## src/verilog/ert_pkg.sv

```systemverilog
// Package: register map, fields and constants of the 8-bit reload timer
package ert_pkg;
  localparam int ADDR_W = 4;
  localparam int DATA_W = 8;
  localparam int PSC_W  = 3;
  localparam int DIV_W  = 7;
  // Register indices
  localparam logic [ADDR_W-1:0] ADDR_COUNT   = 4'h0;
  localparam logic [ADDR_W-1:0] ADDR_CONTROL = 4'h1;
  localparam logic [ADDR_W-1:0] ADDR_STATUS  = 4'h2;
  localparam logic [ADDR_W-1:0] ADDR_MASK    = 4'h3;
  // Control fields
  localparam int CTL_SRC_BIT = 5;
  localparam int CTL_EN_BIT  = 4;
  localparam int CTL_PSC_LSB = 0;
  localparam logic [DATA_W-1:0] CTL_WMASK = 8'h37;
  localparam logic [DATA_W-1:0] CTL_RESET = 8'h00;
  // Status and mask fields, full count and zero constants
  localparam int STS_OVF_BIT = 0;
  localparam logic [DATA_W-1:0] STS_WMASK = 8'h01;
  localparam logic [DATA_W-1:0] CNT_FULL  = 8'hff;
  localparam logic [DATA_W-1:0] ZERO8     = 8'h00;
endpackage : ert_pkg

```

## src/verilog/ert_prescaler.sv

```systemverilog
// Prescaler: divides the selected source enable by 2 to the select code
`timescale 1ns/1ps
`default_nettype none
module ert_prescaler
  import ert_pkg::*;
(
  // Clock and reset
  input  wire logic             ref_clk_i,
  input  wire logic             nrst_i,
  // Control
  input  wire logic             clear_i,
  input  wire logic             src_tick_i,
  input  wire logic [PSC_W-1:0] prescale_select_i,
  // Output
  output logic                  tick_o
);
  logic [DIV_W-1:0] div_cnt;
  logic [DIV_W-1:0] div_mask;

  // Terminal mask: 2^code - 1
  assign div_mask = DIV_W'((1 << prescale_select_i) - 1);

  always_ff @(posedge ref_clk_i) begin
    if (!nrst_i || clear_i) begin
      div_cnt <= '0;
    end else if (src_tick_i) begin
      if (div_cnt == div_mask) begin
        div_cnt <= '0;
      end else begin
        div_cnt <= div_cnt + 1'b1;
      end
    end
  end

  // Ratio of 2 to the code: terminal count reached on a source tick
  assign tick_o = src_tick_i && !clear_i && (div_cnt == div_mask);
endmodule : ert_prescaler
`default_nettype wire

```

## src/verilog/ert_timer.sv

```systemverilog
// Top: 8-bit reload timer with register port and interrupt
//
// The register offsets and the address-and-strobe port were decided locally.
`timescale 1ns/1ps
`default_nettype none
module ert_timer
  import ert_pkg::*;
(
  // Clock and reset
  input  wire logic              ref_clk_i,
  input  wire logic              nrst_i,
  // Clock sources as one-cycle enables
  input  wire logic              sys_tick_i,
  input  wire logic              sub_tick_i,
  // Power state
  input  wire logic              powered_down_i,
  // Register port
  input  wire logic [ADDR_W-1:0] addr_i,
  input  wire logic [DATA_W-1:0] wdata_i,
  input  wire logic              wr_i,
  input  wire logic              rd_i,
  output logic      [DATA_W-1:0] rdata_o,
  // Events
  output logic                   irq_o,
  output logic                   wakeup_o,
  output logic                   overflow_o
);
  import ert_pkg::*;

  logic [DATA_W-1:0] count;
  logic [DATA_W-1:0] preload;
  logic [DATA_W-1:0] control;
  logic [DATA_W-1:0] status;
  logic [DATA_W-1:0] mask;
  logic              count_enable;
  logic              clock_source_select;
  logic [PSC_W-1:0]  prescale_select;
  logic              prescaler_input_clock;
  logic              int_tick;
  logic              access_block;
  logic              count_step;
  logic              ovf;
  logic              wr_count;
  logic              wr_ctl;
  logic              wr_sts;
  logic              wr_mask;

  assign clock_source_select = control[CTL_SRC_BIT];
  assign count_enable        = control[CTL_EN_BIT];
  assign prescale_select     = control[CTL_PSC_LSB +: PSC_W];

  assign wr_count = wr_i && (addr_i == ADDR_COUNT);
  assign wr_ctl   = wr_i && (addr_i == ADDR_CONTROL);
  assign wr_sts   = wr_i && (addr_i == ADDR_STATUS);
  assign wr_mask  = wr_i && (addr_i == ADDR_MASK);

  // Source mux
  assign prescaler_input_clock = clock_source_select ? sub_tick_i
                                                     : sys_tick_i;

  ert_prescaler u_psc (
    .ref_clk_i         (ref_clk_i),
    .nrst_i            (nrst_i),
    .clear_i           (!count_enable),
    .src_tick_i        (prescaler_input_clock),
    .prescale_select_i (prescale_select),
    .tick_o            (int_tick)
  );

  // Access to the count register gates the pulse; that count is lost
  assign access_block = (rd_i || wr_i) && (addr_i == ADDR_COUNT);
  assign count_step   = count_enable && int_tick && !access_block;
  assign ovf          = count_step && (count == CNT_FULL);

  // Preload register
  always_ff @(posedge ref_clk_i) begin
    if (!nrst_i) begin
      preload <= ZERO8;
    end else if (wr_count) begin
      preload <= wdata_i;
    end
  end

  // Counter
  always_ff @(posedge ref_clk_i) begin
    if (!nrst_i) begin
      count <= ZERO8;
    end else if (wr_count && !count_enable) begin
      count <= wdata_i;
    end else if (ovf) begin
      count <= preload;
    end else if (count_step) begin
      count <= count + 1'b1;
    end
  end

  // Control register
  always_ff @(posedge ref_clk_i) begin
    if (!nrst_i) begin
      control <= CTL_RESET;
    end else if (wr_ctl) begin
      control <= wdata_i & CTL_WMASK;
    end
  end

  // Status: overflow set beats a write-one clear
  always_ff @(posedge ref_clk_i) begin
    if (!nrst_i) begin
      status <= ZERO8;
    end else begin
      status <= ((status & ~(wr_sts ? wdata_i : ZERO8))
                 | {{(DATA_W-1){1'b0}}, ovf}) & STS_WMASK;
    end
  end

  // Mask acts as the interrupt enable
  always_ff @(posedge ref_clk_i) begin
    if (!nrst_i) begin
      mask <= ZERO8;
    end else if (wr_mask) begin
      mask <= wdata_i & STS_WMASK;
    end
  end

  // Read data one cycle later; unmapped reads as zero
  always_ff @(posedge ref_clk_i) begin
    if (!nrst_i) begin
      rdata_o <= ZERO8;
    end else if (rd_i) begin
      unique case (addr_i)
        ADDR_COUNT:   rdata_o <= count;
        ADDR_CONTROL: rdata_o <= control;
        ADDR_STATUS:  rdata_o <= status;
        ADDR_MASK:    rdata_o <= mask;
        default:      rdata_o <= ZERO8;
      endcase
    end else begin
      rdata_o <= ZERO8;
    end
  end

  // Event outputs, registered one-cycle pulses
  always_ff @(posedge ref_clk_i) begin
    if (!nrst_i) begin
      overflow_o <= 1'b0;
      wakeup_o   <= 1'b0;
    end else begin
      overflow_o <= ovf;
      wakeup_o   <= ovf && powered_down_i;
    end
  end

  assign irq_o = |(status & mask);
endmodule : ert_timer
`default_nettype wire
```

## config.mk

```make
export PLATFORM = sky130hd
export DESIGN_NAME = ert_timer
export DESIGN_NICKNAME = d
export VERILOG_FILES = /design/src/verilog/ert_pkg.sv /design/src/verilog/ert_prescaler.sv /design/src/verilog/ert_timer.sv
export SDC_FILE = /design/constraint.sdc
export NUM_CORES = 1
export LEC_CHECK = 0
export BUFFER_PORTS_ARGS = -buffer_cell sky130_fd_sc_hd__buf_2
export CORE_ASPECT_RATIO = 1.4
export CORE_MARGIN = 4
export CORE_UTILIZATION = 51
export DETAILED_ROUTE_END_ITERATION = 10
export PLACE_DENSITY = 0.78
export SYNTH_ARGS = -nofsm -noshare
export SYNTH_HDL_FRONTEND = slang
export SYNTH_SLANG_ARGS = --single-unit
```

## constraint.sdc

```tcl
create_clock -name ref_clk_i -period 2.5 [get_ports ref_clk_i]
set_input_delay 0.5 -clock ref_clk_i [delete_from_list [all_inputs] [get_ports ref_clk_i]]
set_output_delay 0.5 -clock ref_clk_i [all_outputs]
set_load 0.01 [all_outputs]
```

Word-level counts from Yosys, hierarchy flattened

Index checks and enable logic that the tools add are counted.

Add/subtract/negate cells: 3
Bitwise logic cells: 4
Mux-type cells: 7
Reduce and logical (&&, ||, !) cells: 21
Shift-type cells: 1
Equal/unequal tests: 5

Operator list:

| kind                | number |
|---|---|
| $pmux 8 s4          | 1 |
| $mux 8              | 3 |
| $logic_and 1x1->1   | 12 |
| $add 8x1->8 const B | 1 |
| $eq 4x2->1 const B  | 2 |
| $eq 8x8->1 const B  | 1 |
| $reduce_or 8->1     | 1 |
| $add 7x1->7 const B | 1 |
| $eq 7x7->1          | 1 |
| $mux 7              | 1 |
| $shl 1x3->7 const A | 1 |
| $sub 7x2->7 const B | 1 |
| $eq 4x1->1 const B  | 1 |
| $logic_not 4->1     | 1 |
| $logic_not 1->1     | 3 |
| $reduce_bool 3->1   | 1 |
| $and 1x1->1         | 2 |
| $logic_or 1x1->1    | 2 |
| $mux 1              | 2 |
| $reduce_and 2->1    | 1 |
| $not 1->1           | 1 |
| $or 1x1->1          | 1 |

Bits in registers: 40
Bits of input ports: 19
Output and inout port bits: 11
Word-level logic and storage cells: 50

Longest topological paths before layout

Gate-level depths: netlist of the first run.

Depth after elaboration: 9
Mapped depth: 10
Gate-level depth less buffers: 9

Cells and area by module

From an unflattened synthesis of the first run, not the netlist that was laid out.

Cells, all modules: 223
Area, all modules: 2082.0 µm²

By module, submodules not included:

| module        | cells each | sequential area each (µm²) | area an instance (µm²) | times used |
|---|---|---|---|---|
| ert_timer     | 167        | 660.6                      | 1552.7                 | 1 |
| ert_prescaler | 56         | 140.1                      | 529.3                  | 1 |

Least setup slack after synthesis of the first run

Ideal clock, no wire load.

Path kind: reg2reg
From: register control[1]
To: register count[3]
Setup slack: 0.094 ns
Period minus slack after synthesis: 2.406 ns
Path buffers: 1
Stages on the path, launching flop included: 10
Required time: 2.375 ns
Library setup time: 0.125 ns
Arrival time: 2.280 ns
Cell sequence: dfxtp_1 buf_6 or3_4 ha_1 and2b_1 and2_1 o311a_4 o311a_4 a211oi_1 a211oi_1

Word-level cells in the longest chain between the ends: 9
Elaborated cells between the ends (all ways): 10
Those cells by class: 1 x add/sub; 1 x eq/ne; 1 x shift; 2 x mux; 5 x reduce/logical

RTL lines:

| item                              | RTL line            | text |
|---|---|---|
| from (decl)                       | ert_timer.sv:32     | `logic [DATA_W-1:0] control;` |
| from (signal assigned)            | ert_timer.sv:102    | `control <= wdata_i & CTL_WMASK;` |
| $shl 1x3->7 *                     | ert_prescaler.sv:21 | `assign div_mask = DIV_W'((1 << prescale_select_i) - 1);` |
| $sub 7x2->7 *                     | ert_prescaler.sv:21 |  |
| $eq 7x7->1 *                      | ert_prescaler.sv:36 | `assign tick_o = src_tick_i && !clear_i && (div_cnt == div_mask);` |
| $logic_and 1x1->1 *               | ert_prescaler.sv:36 |  |
| $logic_and 1x1->1 * (2 in series) | ert_timer.sv:72     | `assign count_step = count_enable && int_tick && !access_block;` |
| $logic_and 1x1->1                 | ert_timer.sv:73     | `assign ovf = count_step && (count == CNT_FULL);` |
| $mux 8                            | ert_timer.sv:90     | `end else if (ovf) begin` |
| $mux 8                            | ert_timer.sv:88     | `end else if (wr_count && !count_enable) begin` |
| to (signal assigned)              | ert_timer.sv:89     | `count <= wdata_i;` |
| to (signal assigned)              | ert_timer.sv:91     | `count <= preload;` |
| to (signal assigned)              | ert_timer.sv:93     | `count <= count + 1'b1;` |
| to (decl)                         | ert_timer.sv:30     | `logic [DATA_W-1:0] count;` |

Mark *: on every way between the ends. The rest lies on a longest branch, timed or not.
A chain may end at the register's enable or synchronous reset.

Final worst setup path of the first run

From: register control[1]
To: register wakeup_o

Word-level cells in the longest chain between the ends: 8

RTL lines:

| item                            | RTL line            | text |
|---|---|---|
| $shl 1x3->7                     | ert_prescaler.sv:21 |  |
| $sub 7x2->7                     | ert_prescaler.sv:21 |  |
| $eq 7x7->1                      | ert_prescaler.sv:36 |  |
| $logic_and 1x1->1               | ert_prescaler.sv:36 |  |
| $logic_and 1x1->1 (2 in series) | ert_timer.sv:72     |  |
| $logic_and 1x1->1               | ert_timer.sv:73     |  |
| $logic_and 1x1->1               | ert_timer.sv:149    | `wakeup_o <= ovf && powered_down_i;` |
| to (signal assigned)            | ert_timer.sv:149    |  |
| to (decl)                       | ert_timer.sv:25     | `output logic wakeup_o,` |

Every way passes these cells.

==> run_summary.xml, run 1 <==
<?xml version="1.0" encoding="UTF-8"?>
<metrics>
  <group name="run_status">
    <metric name="outcome" unit="">complete, no violations</metric>
  </group>
  <group name="global_route">
    <metric name="global_route_wire_length_before_repair" unit="µm">8293</metric>
    <metric name="globalRoute.totalOverflow" unit="">0</metric>
    <metric name="track_usage" unit="%">19.71</metric>
    <metric name="grt_antenna_before_repair" unit="">0</metric>
    <metric name="grt_pass1_vias" unit="">1755</metric>
    <metric name="grt_start_max_net_pins" unit="">18</metric>
  </group>
  <group name="place">
    <metric name="buffer_ports.inserted" unit="">29</metric>
    <metric name="dp_hpwl" unit="µm">3655</metric>
    <metric name="pre_cts_ws" unit="ns">0.04862</metric>
    <metric name="numPlacedInstances" unit="">299</metric>
    <metric name="finalWeightedCongestion" unit="">0.8919</metric>
  </group>
  <group name="yosys">
    <metric name="synth_cell_types" unit="">51</metric>
    <metric name="synth-warning-count" unit="">0</metric>
    <metric name="synth_compound_area_share" unit="%">13.65</metric>
    <metric name="syn_avg_cell_area" unit="µm²">9.125</metric>
    <metric name="synth-async-reset-ratio" unit="%">0</metric>
    <metric name="synth_seq_area_share" unit="%">37.83</metric>
    <metric name="synth_xor_area_share" unit="%">5.378</metric>
    <metric name="synth_top_flop_cell" unit="">dfxtp_1</metric>
    <metric name="synth_seq_cells" unit="">40</metric>
    <metric name="synth-edff-count" unit="">0</metric>
    <metric name="mappedNetlistNets" unit="">254</metric>
    <metric name="synth.cell_area" unit="µm²">2117</metric>
    <metric name="post_synth_and_or_nand_nor_area_fraction" unit="%">25.95</metric>
    <metric name="post_synth_mux_area_share" unit="%">12.00</metric>
    <metric name="syn-instance-count" unit="">232</metric>
    <metric name="synth_top_family_by_area" unit="">simple AND/OR/NAND/NOR gates</metric>
    <metric name="synth-adder-area-share" unit="%">1.773</metric>
  </group>
  <group name="cts">
    <metric name="cts_inserted_buffers" unit="">5</metric>
    <metric name="tritoncts_num_sinks" unit="">40</metric>
    <metric name="htreeDepth" unit="">2</metric>
    <metric name="clkLatencyLatePin" unit="ns">0.30</metric>
    <metric name="tritoncts" unit="">yes</metric>
    <metric name="max-clock-path-buffers" unit="">2</metric>
    <metric name="cts-root-buf" unit="">clkbuf_8</metric>
    <metric name="cts_hold_buf" unit="">0</metric>
    <metric name="clock_transition_time_at_the_flip_flop_clock_pins_of_the_worst_setup_and_hold_paths" unit="ns">0.08</metric>
  </group>
  <group name="worst_hold_path">
    <metric name="hold_end" unit="">wakeup_o</metric>
    <metric name="worst_hold_path_stage_count" unit="">2</metric>
    <metric name="min-delay-start" unit="">powered_down_i</metric>
    <metric name="holdCritPathClass" unit="">primary input to flop</metric>
  </group>
  <group name="pwr">
    <metric name="static-leakage-power" unit="nW">0.9949</metric>
    <metric name="power_density" unit="nW/µm²">529.5</metric>
    <metric name="worst_ir_drop_vdd" unit="V">0.0004014</metric>
    <metric name="fin_total_pwr" unit="W">0.001301</metric>
  </group>
  <group name="layout">
    <metric name="area_growth_syn_to_layout" unit="%">16.08</metric>
    <metric name="number_of_antenna_cells_inserted" unit="">0</metric>
    <metric name="layout_cells_sized_above_1" unit="%">23.31</metric>
    <metric name="layout_common_cells" unit="">dfxtp_1, nor2_1, buf_2, mux2i_1, nand2_1</metric>
    <metric name="final_cells" unit="">309</metric>
    <metric name="num-nets-final" unit="">287</metric>
    <metric name="final_common_cell" unit="">dfxtp_1</metric>
  </group>
  <group name="timing">
    <metric name="tightest_slew" unit="ns">0.4396</metric>
    <metric name="setup-violations-final" unit="">0</metric>
    <metric name="report.final.hold_viol_count" unit="">0</metric>
    <metric name="worst_clock_skew" unit="ns">0.009227</metric>
    <metric name="layout_setup_ws" unit="ns">0.07964</metric>
    <metric name="timing.final.crit_period" unit="ns">2.420</metric>
    <metric name="grt_setup_unrepaired" unit="">false</metric>
    <metric name="fmaxAchievable" unit="MHz">413.2</metric>
    <metric name="timing.final.max_slew_violations" unit="">0</metric>
    <metric name="slew_headroom" unit="%">70.54</metric>
    <metric name="worst_hold_margin" unit="ns">0.4144</metric>
    <metric name="setup-tns-final" unit="ns">0</metric>
    <metric name="post_route_clock_period_utilization" unit="%">96.81</metric>
  </group>
  <group name="floorplanning">
    <metric name="start_util" unit="%">53.11</metric>
    <metric name="placementRows" unit="">27</metric>
    <metric name="die-height" unit="µm">84.24</metric>
    <metric name="io_pins" unit="">30</metric>
    <metric name="design.core.area" unit="µm²">3986</metric>
    <metric name="fp.dieArea" unit="µm²">5260</metric>
    <metric name="chipWidth" unit="µm">62.45</metric>
  </group>
  <group name="setup_path">
    <metric name="worst-endpoint-arrival" unit="ns">2.62</metric>
    <metric name="worst_setup_path_startpoint" unit="">control[1]</metric>
    <metric name="path_class" unit="">flop to flop</metric>
    <metric name="reg2reg_from" unit="">control[1]</metric>
    <metric name="startpoint_type" unit="">flop</metric>
    <metric name="crit_path_max_fanout" unit="">10</metric>
    <metric name="worst_r2r_endpoint" unit="">wakeup_o</metric>
    <metric name="rrSetupSlack" unit="ns">0.08</metric>
    <metric name="critPathCaptureType" unit="">flop</metric>
    <metric name="r2r.worst_path.cells" unit="">11</metric>
    <metric name="critical_path_required" unit="ns">2.70</metric>
  </group>
  <group name="drt">
    <metric name="first_pass_iteration_count_of_the_detailed_router" unit="">4</metric>
    <metric name="drt_first_iter_violations" unit="">115</metric>
    <metric name="route.final.wire_length" unit="µm">4964</metric>
    <metric name="final_antenna_net_count" unit="">0</metric>
    <metric name="viasPerCell" unit="">5.990</metric>
    <metric name="drt_drc_violations_left" unit="">0</metric>
    <metric name="routedWlPerCell" unit="µm">16.06</metric>
    <metric name="num_vias" unit="">1851</metric>
  </group>
  <group name="job">
    <metric name="drv.max_cap_violation_count" unit="">0</metric>
  </group>
</metrics>
where the power goes:
part	total (W)	switching [W]	internal [W]
clock	0.000564	0.000238	0.000326
sequential	0.000647	0.00000537	0.000641
combinational	0.0000900	0.0000520	0.0000380
critical path, stage by stage, from the launching register on:
cell      delay (ns)
dfxtp_1         0.32
buf_4           0.17
nor2_1          0.16
nand2_1         0.08
ha_2            0.21
and2b_1         0.20
and2_1          0.15
o311a_4         0.33
o311ai_4        0.30
buf_4           0.19
nor3b_2         0.05
and2_1          0.16
Yosys cell counts, types with 3 or more instances:
master,number,share of area [%]
and3_1,5,1.5
nand4_1,9,2.7
o211ai_1,5,1.8
o21ai_0,5,1.2
xor2_1,6,2.5
buf_2,3,0.71
ha_1,3,1.8
xnor2_1,7,2.9
nand3_1,13,3.1
nand2_1,15,2.7
mux2i_1,22,10
and2_1,9,2.7
and4_1,3,1.2
nor2_1,36,6.4
dfxtp_1,40,38
clkbuf_1,5,0.89
a21oi_1,5,1.2
per-stage QoR:
step                utilization [%]  area, µm²
floorplan                         -       2117
global placement              57.69       2300
detailed placement            57.69       2300
CTS                           60.73       2421
global route                  61.64       2457
finish                        61.64       2457
cell families after synthesis:
group | Yosys count
multiplexers | 24
flip-flops | 40
XOR/XNOR | 13
adder cells (fa/ha/maj) | 3
AO/OA/AOI/OAI | 33
buffers and inverters | 14
AND/OR/NAND/NOR | 105
per-layer routing:
layer | global-route usage (%) | up-vias | wire [µm]
met5 | 0 | - | 0
met4 | 10.44 | 0 | 142
met3 | 4.685 | 12 | 181
met2 | 33.69 | 49 | 2580
met1 | 22.61 | 891 | 2060
li1 | - | 899 | -
repair_timing:
action                     4_1_cts  5_1_grt
setup endpoints to repair        0       16
resized for setup                0        5
buffers inserted                 0        2
worst max-delay path by stage:
stage                          end  slack (ns)  cells after the start
after floorplan           count[3]        0.09                      9
after global placement    count[6]        0.07                      8
after detailed placement  count[6]        0.05                      8
after CTS                 count[6]        0.02                     10
after global routing      count[0]       0.003                     11
final                     wakeup_o        0.08                     11
final cells by class:
class	count	area [µm²]
Clock inverter	2	38.79
Timing Repair Buffer	37	205.2
Sequential cell	40	800.8
Clock buffer	6	82.58
Fill cell	344	1529
Inverter	3	11.26
Multi-Input combinational cell	178	1265
Tap cell	43	53.80
registers in the layout, summed over array words and instances, names as in the netlist:
name / count
wakeup_o: 1
mask: 1
count: 8
preload: 8
status: 1
control: 5
overflow_o: 1
rdata_o: 8
u_psc.div_cnt: 7
Power figures use the tool's default switching activity.
==> run 2, diff against run 1 <==
--- a/config.mk
+++ b/config.mk
@@ -8,9 +8,10 @@
 export BUFFER_PORTS_ARGS = -buffer_cell sky130_fd_sc_hd__buf_2
 export CORE_ASPECT_RATIO = 1.4
 export CORE_MARGIN = 4
-export CORE_UTILIZATION = 51
+export CORE_UTILIZATION = 60
 export DETAILED_ROUTE_END_ITERATION = 10
-export PLACE_DENSITY = 0.78
+export PLACE_DENSITY = 0.86
+export SETUP_SLACK_MARGIN = 0.02
 export SYNTH_ARGS = -nofsm -noshare
 export SYNTH_HDL_FRONTEND = slang
 export SYNTH_SLANG_ARGS = --single-unit
==> constraint.sdc (replaced) <==
create_clock -name ref_clk_i -period 2.8 [get_ports ref_clk_i]
set_input_delay 0.56 -clock ref_clk_i [delete_from_list [all_inputs] [get_ports ref_clk_i]]
set_output_delay 0.56 -clock ref_clk_i [all_outputs]
set_load 0.01 [all_outputs]
==> run_summary.xml, run 2 (same netlist as run 1, synthesis figures left out) <==
<?xml version="1.0" encoding="UTF-8"?>
<metrics>
  <group name="run_status">
    <metric name="outcome" unit="">complete, no violations</metric>
  </group>
  <group name="pwr">
    <metric name="clock_power_share" unit="%">43.0</metric>
    <metric name="power_density" unit="nW/µm²">478.9</metric>
    <metric name="worst_ir_drop_vdd" unit="V">0.0003374</metric>
    <metric name="pwr-share-seq" unit="%">50.4</metric>
    <metric name="comb_power_share" unit="%">6.6</metric>
    <metric name="internal-power" unit="W">0.0008966</metric>
    <metric name="switching_share" unit="%">21.82</metric>
    <metric name="total_switching_power" unit="W">0.0002502</metric>
    <metric name="static-leakage-power" unit="nW">0.9684</metric>
  </group>
  <group name="global_route">
    <metric name="global_route_wire_length_before_repair" unit="µm">8466</metric>
    <metric name="globalRoute.totalOverflow" unit="">0</metric>
    <metric name="track_usage" unit="%">23.86</metric>
    <metric name="grt_start_max_net_pins" unit="">18</metric>
    <metric name="grt_antenna_before_repair" unit="">0</metric>
    <metric name="grt_pass1_vias" unit="">1911</metric>
  </group>
  <group name="layout">
    <metric name="final_core_utilization" unit="%">70.89</metric>
    <metric name="layout_cells_sized_above_1" unit="%">19.92</metric>
    <metric name="layout_common_cells" unit="">dfxtp_1, nor2_1, buf_2, mux2i_1, nand2_1</metric>
    <metric name="final_common_cell" unit="">dfxtp_1</metric>
    <metric name="biggestRegsByFlops" unit="">count: 8 flops, preload: 8 flops, rdata_o: 8 flops</metric>
    <metric name="number_of_antenna_cells_inserted" unit="">0</metric>
    <metric name="area_growth_syn_to_layout" unit="%">13.12</metric>
    <metric name="num-nets-final" unit="">282</metric>
  </group>
  <group name="timing">
    <metric name="timing.final.max_slew_violations" unit="">0</metric>
    <metric name="layout_setup_ws" unit="ns">0.1754</metric>
    <metric name="fmaxAchievable" unit="MHz">381.0</metric>
    <metric name="timing.final.crit_period" unit="ns">2.625</metric>
    <metric name="setup-tns-final" unit="ns">0</metric>
    <metric name="worst_clock_skew" unit="ns">0.005430</metric>
    <metric name="report.final.hold_viol_count" unit="">0</metric>
    <metric name="slew_headroom" unit="%">60.19</metric>
    <metric name="grt_setup_unrepaired" unit="">false</metric>
    <metric name="setup-violations-final" unit="">0</metric>
    <metric name="tightest_slew" unit="ns">0.5955</metric>
    <metric name="post_route_clock_period_utilization" unit="%">93.74</metric>
  </group>
  <group name="setup_path">
    <metric name="startpoint_type" unit="">flop</metric>
    <metric name="critical_path.cell_chain" unit="">or3_4 -&gt; ha_1 -&gt; and2b_1 -&gt; and2_1 -&gt; o311a_4 -&gt; o311ai_4 -&gt; nand4_1 -&gt; o211ai_1</metric>
    <metric name="r2r.worst_path.cells" unit="">8</metric>
    <metric name="crit_path_max_fanout" unit="">11</metric>
    <metric name="cpMaxStageDelayCell" unit="">o311ai_4</metric>
    <metric name="worst-endpoint-arrival" unit="ns">2.84</metric>
    <metric name="critPathCaptureType" unit="">flop</metric>
    <metric name="reg2reg_from" unit="">control[1]</metric>
    <metric name="path_class" unit="">flop to flop</metric>
    <metric name="slowest_delay" unit="ns">0.46</metric>
    <metric name="worst_r2r_endpoint" unit="">count[1]</metric>
    <metric name="rrSetupSlack" unit="ns">0.18</metric>
    <metric name="critical_path_required" unit="ns">3.01</metric>
  </group>
  <group name="floorplanning">
    <metric name="placementRows" unit="">25</metric>
    <metric name="chipWidth" unit="µm">58.20</metric>
    <metric name="io_pins" unit="">30</metric>
    <metric name="design.core.area" unit="µm²">3378</metric>
    <metric name="fp.dieArea" unit="µm²">4556</metric>
    <metric name="start_util" unit="%">62.67</metric>
    <metric name="die-height" unit="µm">78.29</metric>
  </group>
  <group name="cts">
    <metric name="cts_hold_buf" unit="">0</metric>
    <metric name="cts-root-buf" unit="">clkbuf_8</metric>
    <metric name="tritoncts" unit="">yes</metric>
    <metric name="cts_inserted_buffers" unit="">5</metric>
    <metric name="htreeDepth" unit="">2</metric>
    <metric name="cts_setup_buffers" unit="">0</metric>
    <metric name="clock_transition_time_at_the_flip_flop_clock_pins_of_the_worst_setup_and_hold_paths" unit="ns">0.08</metric>
    <metric name="tritoncts_num_sinks" unit="">40</metric>
    <metric name="cts_repair_resize_count" unit="">0</metric>
    <metric name="max-clock-path-buffers" unit="">2</metric>
    <metric name="clkLatencyLatePin" unit="ns">0.29</metric>
  </group>
  <group name="drt">
    <metric name="viasPerCell" unit="">5.924</metric>
    <metric name="routedWlPerCell" unit="µm">15.53</metric>
    <metric name="drt_first_iter_violations" unit="">110</metric>
    <metric name="drt_drc_violations_left" unit="">0</metric>
    <metric name="num_vias" unit="">1783</metric>
    <metric name="final_antenna_net_count" unit="">0</metric>
    <metric name="route.final.wire_length" unit="µm">4674</metric>
    <metric name="first_pass_iteration_count_of_the_detailed_router" unit="">4</metric>
  </group>
  <group name="worst_hold_path">
    <metric name="holdCritPathClass" unit="">primary input to flop</metric>
    <metric name="hold_end" unit="">wakeup_o</metric>
    <metric name="worst_hold_path_stage_count" unit="">2</metric>
    <metric name="min-delay-start" unit="">powered_down_i</metric>
  </group>
  <group name="place">
    <metric name="buffer_ports.inserted" unit="">29</metric>
    <metric name="finalWeightedCongestion" unit="">0.8724</metric>
    <metric name="dp_hpwl" unit="µm">3457</metric>
    <metric name="pre_cts_ws" unit="ns">0.1922</metric>
  </group>
  <group name="job">
    <metric name="drv.max_cap_violation_count" unit="">0</metric>
  </group>
</metrics>
[run 2: changes by cell type in the layout (fill, tap and decap cells not counted), sizes merged]
cell,previous run,this run
buf,37,32
[run 2: worst max path at each step]
stage	start	to	slack, ns	cells after the start
after floorplan	control[1]	count[3]	0.39	9
after global placement	control[1]	count[6]	0.27	8
after detailed placement	control[1]	count[6]	0.19	8
after CTS	control[1]	count[1]	0.16	8
after global routing	control[1]	count[6]	0.04	8
final	control[1]	count[1]	0.18	8
[run 2: power groups by stage]
stage / Clock [W] / Combinational [W] / Sequential [W]
after floorplan: 0 / 0.0000504 / 0.000589
after global placement: 0 / 0.0000742 / 0.000591
after detailed placement: 0 / 0.0000754 / 0.000591
after CTS: 0.000503 / 0.0000760 / 0.000578
after global routing: 0.000523 / 0.0000846 / 0.000579
final: 0.000493 / 0.0000755 / 0.000578
[run 2: metrics by stage]
stage	instances	hold slack (ns)	area, µm²	power (W)
6_report	301	0.4646	2395	0.001147
5_1_grt	301	0.4847	2395	0.001186
4_1_cts	301	0.4574	2395	0.001157
3_5_place_dp	293	0.4923	2273	0.0006668
3_3_place_gp	293	0.4778	2273	0.0006653
2_1_floorplan	232	0.4549	2117	0.0006397
[run 2: cell type report]
class | count | area, µm²
Clock buffer | 6 | 82.58
Clock inverter | 2 | 38.79
Fill cell | 271 | 983.4
Inverter | 3 | 11.26
Multi-Input combinational cell | 178 | 1244
Sequential cell | 40 | 800.8
Tap cell | 40 | 50.05
Timing Repair Buffer | 32 | 167.7
[run 2: per-layer routing]
metal  GRT usage [%]  share of wire, %  vias up
li1                -                 -      897
met1           25.51                40      837
met2           41.97                53       41
met3           5.428               4.5        8
met4           13.23               2.6        0
met5               0                 0        -
[run 2: worst max-delay path, delay by kind of cell, from the launching register on]
| kind | cells | cell delay, ns |
|---|---|---|
| AOI/OAI and AO/OA | 3 | 0.91 |
| DFF | 1 | 0.40 |
| adders and majority gates | 1 | 0.27 |
| and+or+nand+nor | 4 | 0.96 |
